$ cat src/pkg/clock_source_pkg.sv
// Register map, field layout, reset values and types of the clock source unit
package clock_source_pkg;
   localparam logic [3:0] OFS_CONTROL_1 = 4'h0;
   localparam logic [3:0] OFS_CONTROL_2 = 4'h4;
   localparam logic [3:0] OFS_TRIM = 4'h8;
   localparam logic [3:0] OFS_STATUS = 4'hC;

   localparam int SRC_SEL_HI = 7;
   localparam int SRC_SEL_LO = 6;
   localparam int REF_DIV_HI = 5;
   localparam int REF_DIV_LO = 3;
   localparam int FLL_REF_SEL_BIT = 2;
   localparam int INT_OUT_EN_BIT = 1;
   localparam int INT_STOP_EN_BIT = 0;
   localparam int BUS_DIV_HI = 7;
   localparam int BUS_DIV_LO = 6;
   localparam int RANGE_BIT = 5;
   localparam int GAIN_BIT = 4;
   localparam int LOW_POWER_BIT = 3;
   localparam int EXT_SRC_SEL_BIT = 2;
   localparam int EXT_OUT_EN_BIT = 1;
   localparam int EXT_STOP_EN_BIT = 0;
   localparam int FINE_STEP_BIT = 0;
   localparam int STATUS_SRC_HI = 3;
   localparam int STATUS_SRC_LO = 2;

   localparam logic [7:0] CONTROL_1_RESET = 8'h04;
   localparam logic [7:0] CONTROL_2_RESET = 8'h40;
   localparam logic [7:0] TRIM_RESET = 8'h80;
   localparam logic FINE_STEP_RESET = 1'b0;

   localparam logic [1:0] SEL_FLL = 2'b00;
   localparam logic [1:0] SEL_INTERNAL = 2'b01;
   localparam logic [1:0] SEL_EXTERNAL = 2'b10;

   localparam int REF_COUNT_W = 7;
   localparam int BUS_COUNT_W = 3;

   // Applied source of the output multiplexer, Gray along FLL, internal, external
   typedef enum logic [1:0] {
      SRC_FLL = 2'b00,
      SRC_INT = 2'b01,
      SRC_EXT = 2'b11
   } source_e;

   typedef struct packed {
      logic high_range;
      logic high_gain;
      logic crystal;
   } osc_ctrl_s;

   typedef struct packed {
      logic internal_enable;
      logic external_enable;
      logic fll_enable;
   } clock_enable_s;
endpackage : clock_source_pkg

$ cat src/verilog/fll_clock_source_regs.sv
// Control and trim registers of the clock source unit, with its tick-level clock path
//
// The Avalon-MM register port and the register addresses were chosen for this implementation.
`timescale 1ns/10ps
// Operation
// - Source field bits 7:6 picks FLL, internal or external; code 11 acts as FLL.
// - Reference divider bits 5:3 divide FLL reference by two to the code.
// - Bit 2 set takes FLL reference from internal, clear from external.
// - Bit 1 gates the internal reference clock output.
// - Internal stop enable keeps internal reference alive in stop when enabled or used.
// - Bus divider bits 7:6 divide by 1, 2, 4, 8; reset code 01.
// - Range bit 5 selects high or low oscillator frequency range.
// - Gain bit 4 selects high gain or low power oscillator operation.
// - Low power bit stops FLL in bypass modes unless debug is active.
// - Bit 2 of second register requests crystal or external clock input.
// - Bit 1 of second register gates the external reference clock output.
// - External stop enable keeps external reference alive in stop when enabled or used.
// - Eight-bit trim sets internal period; larger value means longer period.
// - Fine step bit is the smallest period step; set lengthens it.
// - Source code 01 is internal, 10 external, FLL bypassed in both.
// - Bus clock runs at half the divided source output frequency.
// - Reset leaves the unit in FLL engaged mode on the internal reference.
module fll_clock_source_regs (
   input wire logic CLOCK, // 125 MHz system clock
   input wire logic NRST, // Asynchronous reset, active low
   input wire logic [3:0] ADDRESS, // Avalon byte address
   input wire logic READ, // Avalon read request
   input wire logic WRITE, // Avalon write request
   input wire logic [31:0] WRITEDATA, // Avalon write data
   input wire logic [3:0] BYTEENABLE, // Avalon byte enables
   output logic [31:0] READDATA, // Avalon read data
   output logic WAITREQUEST, // Avalon wait request
   input wire logic INT_REF_TICK, // Rising edge of internal reference
   input wire logic EXT_REF_TICK, // Rising edge of external reference
   input wire logic FLL_TICK, // Rising edge of FLL output
   input wire logic STOP_MODE, // Device is in stop
   input wire logic DEBUG_ACTIVE, // Background debug mode active
   output logic FLL_REFERENCE_TICK, // Divided FLL reference edge
   output logic INTERNAL_REFERENCE_OUT, // Gated internal reference edge
   output logic EXTERNAL_REFERENCE_OUT, // Gated external reference edge
   output logic SOURCE_CLOCK_OUT, // Divided source clock edge
   output logic BUS_CLOCK, // Bus clock level
   output clock_source_pkg::osc_ctrl_s OSC_CTRL, // Oscillator controls
   output clock_source_pkg::clock_enable_s CLOCK_ENABLE, // Clock generator enables
   output logic [8:0] PERIOD_TRIM // Trim code, fine step in bit 0
);
   import clock_source_pkg::*;

   logic [7:0] control_1;
   logic [7:0] control_2;
   logic [7:0] trim;
   logic fine_step;
   logic wr_ok;
   logic [1:0] sel;
   logic [2:0] ref_div;
   logic fll_ref_internal;
   logic [1:0] bus_div;
   logic low_power;
   logic int_used_before_stop;
   logic ext_used_before_stop;
   logic int_run;
   logic ext_run;
   logic ref_tick;
   logic [REF_COUNT_W-1:0] ref_count;
   logic [REF_COUNT_W-1:0] ref_limit;
   source_e source;
   logic [1:0] bus_div_applied;
   logic [BUS_COUNT_W-1:0] bus_count;
   logic [BUS_COUNT_W-1:0] bus_limit;
   logic src_tick;
   logic div_tick;

   // Source code to applied multiplexer state, reserved code falls back to FLL
   function automatic source_e decode_source(input logic [1:0] code);
      case (code)
         SEL_INTERNAL: decode_source = SRC_INT;
         SEL_EXTERNAL: decode_source = SRC_EXT;
         default: decode_source = SRC_FLL;
      endcase
   endfunction : decode_source

   // Mode runs on the internal reference: FLL engaged on it, or bypassed to it
   function automatic logic uses_internal(input logic [1:0] code, input logic fll_reference_select);
      uses_internal = (decode_source(code) == SRC_INT) ||
                      ((decode_source(code) == SRC_FLL) && fll_reference_select);
   endfunction : uses_internal

   function automatic logic uses_external(input logic [1:0] code, input logic fll_reference_select);
      uses_external = (decode_source(code) == SRC_EXT) ||
                      ((decode_source(code) == SRC_FLL) && !fll_reference_select);
   endfunction : uses_external

   assign sel = control_1[SRC_SEL_HI:SRC_SEL_LO];
   assign ref_div = control_1[REF_DIV_HI:REF_DIV_LO];
   assign fll_ref_internal = control_1[FLL_REF_SEL_BIT];
   assign bus_div = control_2[BUS_DIV_HI:BUS_DIV_LO];
   assign low_power = control_2[LOW_POWER_BIT];
   assign wr_ok = WRITE && !WAITREQUEST && BYTEENABLE[0];

   // One wait state on every access; the bus sees the answer at the second edge
   always_ff @(posedge CLOCK or negedge NRST) begin
      if (!NRST) begin
         WAITREQUEST <= 1'b1;
      end else if ((READ || WRITE) && WAITREQUEST) begin
         WAITREQUEST <= 1'b0;
      end else begin
         WAITREQUEST <= 1'b1;
      end
   end

   always_ff @(posedge CLOCK or negedge NRST) begin
      if (!NRST) begin
         READDATA <= 32'h0000_0000;
      end else if (READ && WAITREQUEST) begin
         case (ADDRESS)
            OFS_CONTROL_1: READDATA <= {24'h00_0000, control_1};
            OFS_CONTROL_2: READDATA <= {24'h00_0000, control_2};
            OFS_TRIM: READDATA <= {24'h00_0000, trim};
            OFS_STATUS: begin
               READDATA <= 32'h0000_0000;
               READDATA[STATUS_SRC_HI:STATUS_SRC_LO] <=
                  (source == SRC_INT) ? SEL_INTERNAL :
                  (source == SRC_EXT) ? SEL_EXTERNAL : SEL_FLL;
               READDATA[FINE_STEP_BIT] <= fine_step;
            end
            default: READDATA <= 32'h0000_0000;
         endcase
      end
   end

   // Reset value selects FLL with internal reference: engaged internal mode
   always_ff @(posedge CLOCK or negedge NRST) begin
      if (!NRST) begin
         control_1 <= CONTROL_1_RESET;
      end else if (wr_ok && ADDRESS == OFS_CONTROL_1) begin
         control_1 <= WRITEDATA[7:0];
      end
   end

   always_ff @(posedge CLOCK or negedge NRST) begin
      if (!NRST) begin
         control_2 <= CONTROL_2_RESET;
      end else if (wr_ok && ADDRESS == OFS_CONTROL_2) begin
         control_2 <= WRITEDATA[7:0];
      end
   end

   always_ff @(posedge CLOCK or negedge NRST) begin
      if (!NRST) begin
         trim <= TRIM_RESET;
      end else if (wr_ok && ADDRESS == OFS_TRIM) begin
         trim <= WRITEDATA[7:0];
      end
   end

   always_ff @(posedge CLOCK or negedge NRST) begin
      if (!NRST) begin
         fine_step <= FINE_STEP_RESET;
      end else if (wr_ok && ADDRESS == OFS_STATUS) begin
         fine_step <= WRITEDATA[FINE_STEP_BIT];
      end
   end

   // Trim code goes to the oscillator as is; a larger code lengthens its period
   always_ff @(posedge CLOCK or negedge NRST) begin
      if (!NRST) begin
         PERIOD_TRIM <= {TRIM_RESET, FINE_STEP_RESET};
      end else begin
         PERIOD_TRIM <= {trim, fine_step};
      end
   end

   always_ff @(posedge CLOCK or negedge NRST) begin
      if (!NRST) begin
         OSC_CTRL <= '0;
      end else begin
         OSC_CTRL.high_range <= control_2[RANGE_BIT];
         OSC_CTRL.high_gain <= control_2[GAIN_BIT];
         OSC_CTRL.crystal <= control_2[EXT_SRC_SEL_BIT];
      end
   end

   // Mode in use is frozen on entry to stop, since it decides what stays alive
   always_ff @(posedge CLOCK or negedge NRST) begin
      if (!NRST) begin
         int_used_before_stop <= 1'b1;
         ext_used_before_stop <= 1'b0;
      end else if (!STOP_MODE) begin
         int_used_before_stop <= uses_internal(sel, fll_ref_internal);
         ext_used_before_stop <= uses_external(sel, fll_ref_internal);
      end
   end

   assign int_run = !STOP_MODE ||
                    (control_1[INT_STOP_EN_BIT] &&
                     (control_1[INT_OUT_EN_BIT] || int_used_before_stop));
   assign ext_run = !STOP_MODE ||
                    (control_2[EXT_STOP_EN_BIT] &&
                     (control_2[EXT_OUT_EN_BIT] || ext_used_before_stop));

   always_ff @(posedge CLOCK or negedge NRST) begin
      if (!NRST) begin
         CLOCK_ENABLE <= '0;
      end else begin
         CLOCK_ENABLE.internal_enable <= int_run &&
            (control_1[INT_OUT_EN_BIT] || STOP_MODE ||
             uses_internal(sel, fll_ref_internal));
         CLOCK_ENABLE.external_enable <= ext_run &&
            (control_2[EXT_OUT_EN_BIT] || STOP_MODE ||
             uses_external(sel, fll_ref_internal));
         // Debug keeps the FLL alive so the debug clock survives bypass modes
         CLOCK_ENABLE.fll_enable <= !STOP_MODE &&
            !(low_power && !DEBUG_ACTIVE && decode_source(sel) != SRC_FLL);
      end
   end

   always_ff @(posedge CLOCK or negedge NRST) begin
      if (!NRST) begin
         INTERNAL_REFERENCE_OUT <= 1'b0;
         EXTERNAL_REFERENCE_OUT <= 1'b0;
      end else begin
         INTERNAL_REFERENCE_OUT <= INT_REF_TICK && control_1[INT_OUT_EN_BIT] && int_run;
         EXTERNAL_REFERENCE_OUT <= EXT_REF_TICK && control_2[EXT_OUT_EN_BIT] && ext_run;
      end
   end

   // Reference divider counts edges of the chosen FLL reference
   assign ref_tick = fll_ref_internal ? INT_REF_TICK : EXT_REF_TICK;
   assign ref_limit = REF_COUNT_W'((1 << ref_div) - 1);

   always_ff @(posedge CLOCK or negedge NRST) begin
      if (!NRST) begin
         ref_count <= '0;
         FLL_REFERENCE_TICK <= 1'b0;
      end else begin
         FLL_REFERENCE_TICK <= 1'b0;
         if (ref_tick) begin
            if (ref_count >= ref_limit) begin
               ref_count <= '0;
               FLL_REFERENCE_TICK <= !STOP_MODE;
            end else begin
               ref_count <= ref_count + 1'b1;
            end
         end
      end
   end

   always_comb begin
      case (source)
         SRC_INT: src_tick = INT_REF_TICK;
         SRC_EXT: src_tick = EXT_REF_TICK;
         SRC_FLL: src_tick = FLL_TICK;
         default: src_tick = FLL_TICK;
      endcase
   end

   assign bus_limit = BUS_COUNT_W'((1 << bus_div_applied) - 1);
   assign div_tick = src_tick && (bus_count >= bus_limit);

   always_ff @(posedge CLOCK or negedge NRST) begin
      if (!NRST) begin
         bus_count <= '0;
      end else if (div_tick) begin
         bus_count <= '0;
      end else if (src_tick) begin
         bus_count <= bus_count + 1'b1;
      end
   end

   // New selections take hold only on a completed phase; the next phase is whole
   always_ff @(posedge CLOCK or negedge NRST) begin
      if (!NRST) begin
         source <= SRC_FLL;
         bus_div_applied <= CONTROL_2_RESET[BUS_DIV_HI:BUS_DIV_LO];
      end else if (div_tick) begin
         source <= decode_source(sel);
         bus_div_applied <= bus_div;
      end
   end

   // Each divided edge toggles the bus clock, so it runs at half that rate
   always_ff @(posedge CLOCK or negedge NRST) begin
      if (!NRST) begin
         SOURCE_CLOCK_OUT <= 1'b0;
         BUS_CLOCK <= 1'b0;
      end else begin
         SOURCE_CLOCK_OUT <= div_tick && !STOP_MODE;
         if (div_tick && !STOP_MODE) begin
            BUS_CLOCK <= !BUS_CLOCK;
         end
      end
   end
endmodule : fll_clock_source_regs

$ cat config.mk
export PLATFORM = sky130hd
export DESIGN_NAME = fll_clock_source_regs
export DESIGN_NICKNAME = d
export VERILOG_FILES = /design/src/pkg/clock_source_pkg.sv /design/src/verilog/fll_clock_source_regs.sv
export SDC_FILE = /design/constraint.sdc
export NUM_CORES = 1
export LEC_CHECK = 0
export BUFFER_PORTS_ARGS = -buffer_cell sky130_fd_sc_hd__buf_4
export CAP_MARGIN = 20
export CORE_ASPECT_RATIO = 1.25
export CORE_MARGIN = 2
export CORE_UTILIZATION = 55
export DETAILED_ROUTE_END_ITERATION = 10
export GPL_TIMING_DRIVEN = 0
export PLACE_DENSITY = 0.85
export REMOVE_ABC_BUFFERS = 1
export SYNTH_ARGS = -nofsm -noshare
export SYNTH_HDL_FRONTEND = slang
export SYNTH_SLANG_ARGS = --single-unit
export TNS_END_PERCENT = 30
$ cat constraint.sdc
create_clock -name CLOCK -period 6.2 [get_ports CLOCK]
set_input_delay 0.31 -clock CLOCK [delete_from_list [all_inputs] [get_ports CLOCK]]
set_output_delay 0.31 -clock CLOCK [all_outputs]
set_load 0.02 [all_outputs]
# Yosys cells after proc, flatten, opt, wreduce, memory -nomap -nowiden

Index checks and enable logic that the tools add are counted.

Add/subtract/negate cells: 4
$mul: 0
Div/mod/pow operators: 0
Magnitude comparators: 2
Eq/ne operators: 11
Shift-type cells: 2
Muxes and demuxes: 13
Bitwise logic cells: 0
Reduce and logical (&&, ||, !) cells: 49

Operators by type and width:

| operator                                                              | count |
|---|---|
| 8-bit one-hot mux with 4 select lines                                 | 1 |
| 1-bit logical AND                                                     | 25 |
| 1-bit logical OR                                                      | 13 |
| 2-bit by 1-bit equality test with 1-bit output, second input constant | 4 |
| 2-bit equality test, second input constant                            | 4 |
| 4-bit equality test, second input constant                            | 2 |
| 7-bit by 1-bit adder with 7-bit output, second input constant         | 1 |
| 7-bit greater-or-equal comparator                                     | 1 |
| 7-bit two-way mux                                                     | 1 |
| 1-bit by 3-bit << shifter with 7-bit output, first input constant     | 1 |
| 7-bit by 2-bit subtractor with 7-bit output, second input constant    | 1 |
| 1-bit zero test                                                       | 6 |
| 2-bit two-way mux                                                     | 3 |
| 3-bit two-way mux                                                     | 2 |
| 4-bit by 3-bit equality test with 1-bit output, second input constant | 1 |
| 2-bit zero test                                                       | 2 |
| 4-bit zero test                                                       | 1 |
| 1-bit two-way mux                                                     | 4 |
| 2-bit one-hot mux with 2 select lines                                 | 1 |
| 2-bit nonzero test                                                    | 2 |
| 3-bit by 1-bit adder with 3-bit output, second input constant         | 1 |
| 3-bit greater-or-equal comparator                                     | 1 |
| 1-bit by 2-bit << shifter with 3-bit output, first input constant     | 1 |
| 3-bit by 2-bit subtractor with 3-bit output, second input constant    | 1 |
| 1-bit one-hot mux with 2 select lines                                 | 1 |

Bits in registers: 94
Latch bits: 0
RAM bits: 0
Bits in read-only memories: 0
Output and inout port bits: 53
Memories: 0

# Logic depth before layout (Yosys ltp)

Depth after elaboration: 7
Mapped depth: 13

# Worst setup path after synthesis

No wires, ideal clock.

Kind: register to register
Start point: register control_1[3]
End point: register FLL_REFERENCE_TICK
Library setup time: 118 ps
Arrival: 2,535 ps
Path slack: 3,547 ps
Cell stages (with the launch flop): 14
Path buffers: 2
Period minus slack after synthesis: 2,653 ps
Cell sequence: dfrtp_1 > clkbuf_1 > or3_1 > ha_1 > buf_1 > nor3_1 > a21o_1 > a21oi_1 > ha_1 > a211o_1 > a21oi_1 > o21ai_1 > nor2b_1 > nor2b_1

Cells in the longest elaborated chain, start to end: 5

RTL lines:

| what                                        | line                         | text |
|---|---|---|
| start, declared                             | fll_clock_source_regs.sv:49  | `logic [7:0] control_1;` |
| start signal, assigned                      | fll_clock_source_regs.sv:136 | `control_1 <= WRITEDATA[7:0];` |
| 1-bit by 3-bit << shifter with 7-bit output | fll_clock_source_regs.sv:229 | `assign ref_limit = REF_COUNT_W'((1 << ref_div) - 1);` |
| 7-bit by 2-bit subtractor with 7-bit output | fll_clock_source_regs.sv:229 |  |
| 7-bit greater-or-equal comparator           | fll_clock_source_regs.sv:238 | `if (ref_count >= ref_limit) begin` |
| 1-bit two-way mux                           | fll_clock_source_regs.sv:238 |  |
| 1-bit two-way mux                           | fll_clock_source_regs.sv:237 | `if (ref_tick) begin` |
| end signal, assigned                        | fll_clock_source_regs.sv:240 | `FLL_REFERENCE_TICK <= !STOP_MODE;` |
| end, declared                               | fll_clock_source_regs.sv:38  | `output logic FLL_REFERENCE_TICK,` |

No other way between the ends.
A chain may end at the register's enable or synchronous reset.

# Worst setup path after layout

Start point: register control_1[4]
End point: register FLL_REFERENCE_TICK

The elaborated chain is that of the path after synthesis.

==> out/metrics.cfg <==
[clock_network]
numCtsBuffers = 9
postCtsSetupBuffers = 0
clkSinkCount = 70
cts.clk_slew.worst_paths_ps = 70
clock_latency_ps = 350
cts-root-buf = clkbuf_8
cts_max_level = 3
clockBufferDepth = 2
tritoncts = done
ctsResizeCount = 0
cts_hold_buf = 0

[setup_path]
worstReg2RegStart = control_1[4]
critPathKind = reg2reg
cp.arrival_ps = 3150
max_stage_delay_ps = 450
crit_path_start_kind = flip-flop
path_max_fanout = 7
regToRegSetupSlack_ps = 3290
startpoint = control_1[4]
crit_path_end_kind = flip-flop
worst-endpoint-required_ps = 6430
rr_endpoint = FLL_REFERENCE_TICK
cp_slowest_cell = dfrtp_1
worst_r2r_path_depth = 11
crit_chain = or3_1 > ha_1 > nor3_1 > a21o_1 > a21oi_1 > ha_1 > a211o_1 > a21oi_1 > o21ai_1 > nor2b_1 > nor2b_1

[routing]
drt_first_pass_iters = 4
num_vias = 2165
routed_wirelength_um = 6333
avgViaCountPerCell = 5.413
drc = 0
ant_nets = 0
wl_per_cell_um = 15.83
drt_iter0_drc = 186

[min_path]
hold_path_class = in2async

[layout]
multi_input_area_um2 = 1391
num-fill-cells = 439
regArea_um2 = 1760
design_area_um2 = 3807
final_cell_mix = dfrtp_1 (63), buf_4 (50), conb_1 (24), mux2_2 (21), nand2_1 (18)
nets = 392
synthToLayoutAreaGrowth_pct = 15.00
layout_commonest_cell = dfrtp_1
antennaDiodeCount = 0
final_layout_size_suffix_gt1_share_pct = 30.54

[logic_synthesis]
synth_edf_count = 0
ys_warn_count = 0
syn_avg_cell_area_um2 = 12.04
yosys.cell_types.count = 45
async_flop_share_pct = 100.0
synth_ff_type = dfrtp_1
seq_area_frac_synth_pct = 53.17
ys_seq_elements = 70
syn_area_um2 = 3311
netlist_instances = 275

[floorplan]
core_um2 = 5818
start_util_pct = 56.90
dieWidth_um = 73.40
io_pins = 102
dieArea_um2 = 6660
num_rows = 31
die_h_um = 90.75

[global_route]
grt_pass1_wl_um = 10470
antenna_found_initial = 0
overflow = 0
grt_pass1_vias = 2161
grt_use_total_pct = 20.99
grt_start_max_net_pins = 71

[place]
place_congestion = 0.7937
port_buffers = 50
dp_hpwl_um = 4515
dp_slack_ps = 3321
dpl_cell_area_um2 = 3640

[sta]
worst_slack_ps = 3287
worst_pin_slew_ps = 852.0
holdWs_ps = 64.44
finalCritPeriodShare_pct = 46.98
setup-tns-final_ps = 0
drv_slew = 0
post-route-min-period_ps = 2913
relSlewSlack_pct = 42.95
hold_violations = 0
grt_setup_unrepaired = no
fmax_ghz = 0.3433
skew_ps = 8.363
setup_violations = 0

[outcome]
status = completed

[run]
maxCapViolCount = 0

[power]
p_leak_nw = 1.938
powerDensity_nw_per_um2 = 348.6
ir_drop_mv = 0.2135

-- worst max path at each step --
stage               cells past startpoint  slack [ps]                  to
floorplan                              11        3640  FLL_REFERENCE_TICK
global placement                       11        3420  FLL_REFERENCE_TICK
detailed placement                     11        3320  FLL_REFERENCE_TICK
CTS                                    11        3300  FLL_REFERENCE_TICK
global route                           10        3140  FLL_REFERENCE_TICK
finish                                 11        3290  FLL_REFERENCE_TICK
-- registers in the layout, indices dropped and copies added (netlist names), 2 cells and up --
register and count:
CLOCK_ENABLE 3, OSC_CTRL 3, source 2, bus_div_applied 2, bus_count 3, control_1 8, ref_count 7, trim 8
PERIOD_TRIM 9, control_2 8, READDATA 8
-- where the power goes --
group / total [mW] / switching (mW) / internal [mW]
clock: 0.318 / 0.164 / 0.154
sequential: 0.621 / 0.0735 / 0.548
combinational: 0.388 / 0.211 / 0.177
total: 1.33 / 0.448 / 0.879
-- cells in the mapped netlist (7+ instances only) --
cell type / n / share of area (%)
buf_4: 27 / 6.1
ha_1: 14 / 5.3
mux2_2: 21 / 7.1
a21oi_1: 7 / 1.1
nor2_1: 13 / 1.5
nand3_1: 8 / 1.2
a22o_1: 8 / 2.1
dfstp_2: 7 / 5.6
mux2i_1: 7 / 2.1
nand2_1: 18 / 2.0
inv_1: 8 / 0.91
o21ai_0: 16 / 2.4
dfrtp_1: 63 / 48
-- cells by family (layout without fill, tap and decap cells) --
kind of cell	count (synthesis)	in the layout	synth area share [%]
other	1	24	0.1133
buffers and inverters	38	74	7.407
XOR/XNOR	7	7	1.852
adder cells (fa/ha/maj)	14	14	5.291
AO/OA/AOI/OAI	46	46	9.033
multiplexers	35	35	12.66
flip-flops	70	70	53.17
AND/OR/NAND/NOR	64	64	10.47
-- worst max-delay path, delay by kind of cell, from the launching register on --
kind                     cells  cell delay [ps]
AND/OR/NAND/NOR              4             1020
flip-flops                   1              450
adder cells (fa/ha/maj)      2              590
AO/OA/AOI/OAI                5              730
-- final cells by class --
| type | instances | share of cell area, % |
|---|---|---|
| Clock buffer | 12 | 3.812 |
| Clock inverter | 4 | 0.5915 |
| Inverter | 8 | 0.7887 |
| Multi-Input combinational cell | 190 | 36.54 |
| Sequential cell | 70 | 46.24 |
| Tap cell | 66 | 2.169 |
| Timing Repair Buffer | 50 | 9.859 |
-- through the flow --
step	power [mW]	instances	utilization (%)
2_1_floorplan	0.8798	268	-
3_3_place_gp	0.9902	384	62.56
3_5_place_dp	1.018	384	62.56
4_1_cts	1.338	400	65.44
5_1_grt	1.413	400	65.44
6_report	1.327	400	65.44
-- routing by layer --
| metal | global-route usage (%) | share of wire [%] | vias up |
|---|---|---|---|
| met4 | 11.06 | 3.1 | 0 |
| met2 | 34.23 | 53 | 60 |
| li1 | - | - | 1016 |
| met5 | 0 | 0 | - |
| met1 | 25.32 | 39 | 1074 |
| met3 | 4.911 | 4.4 | 15 |
Note: power is estimated with default switching activity, not from simulation.
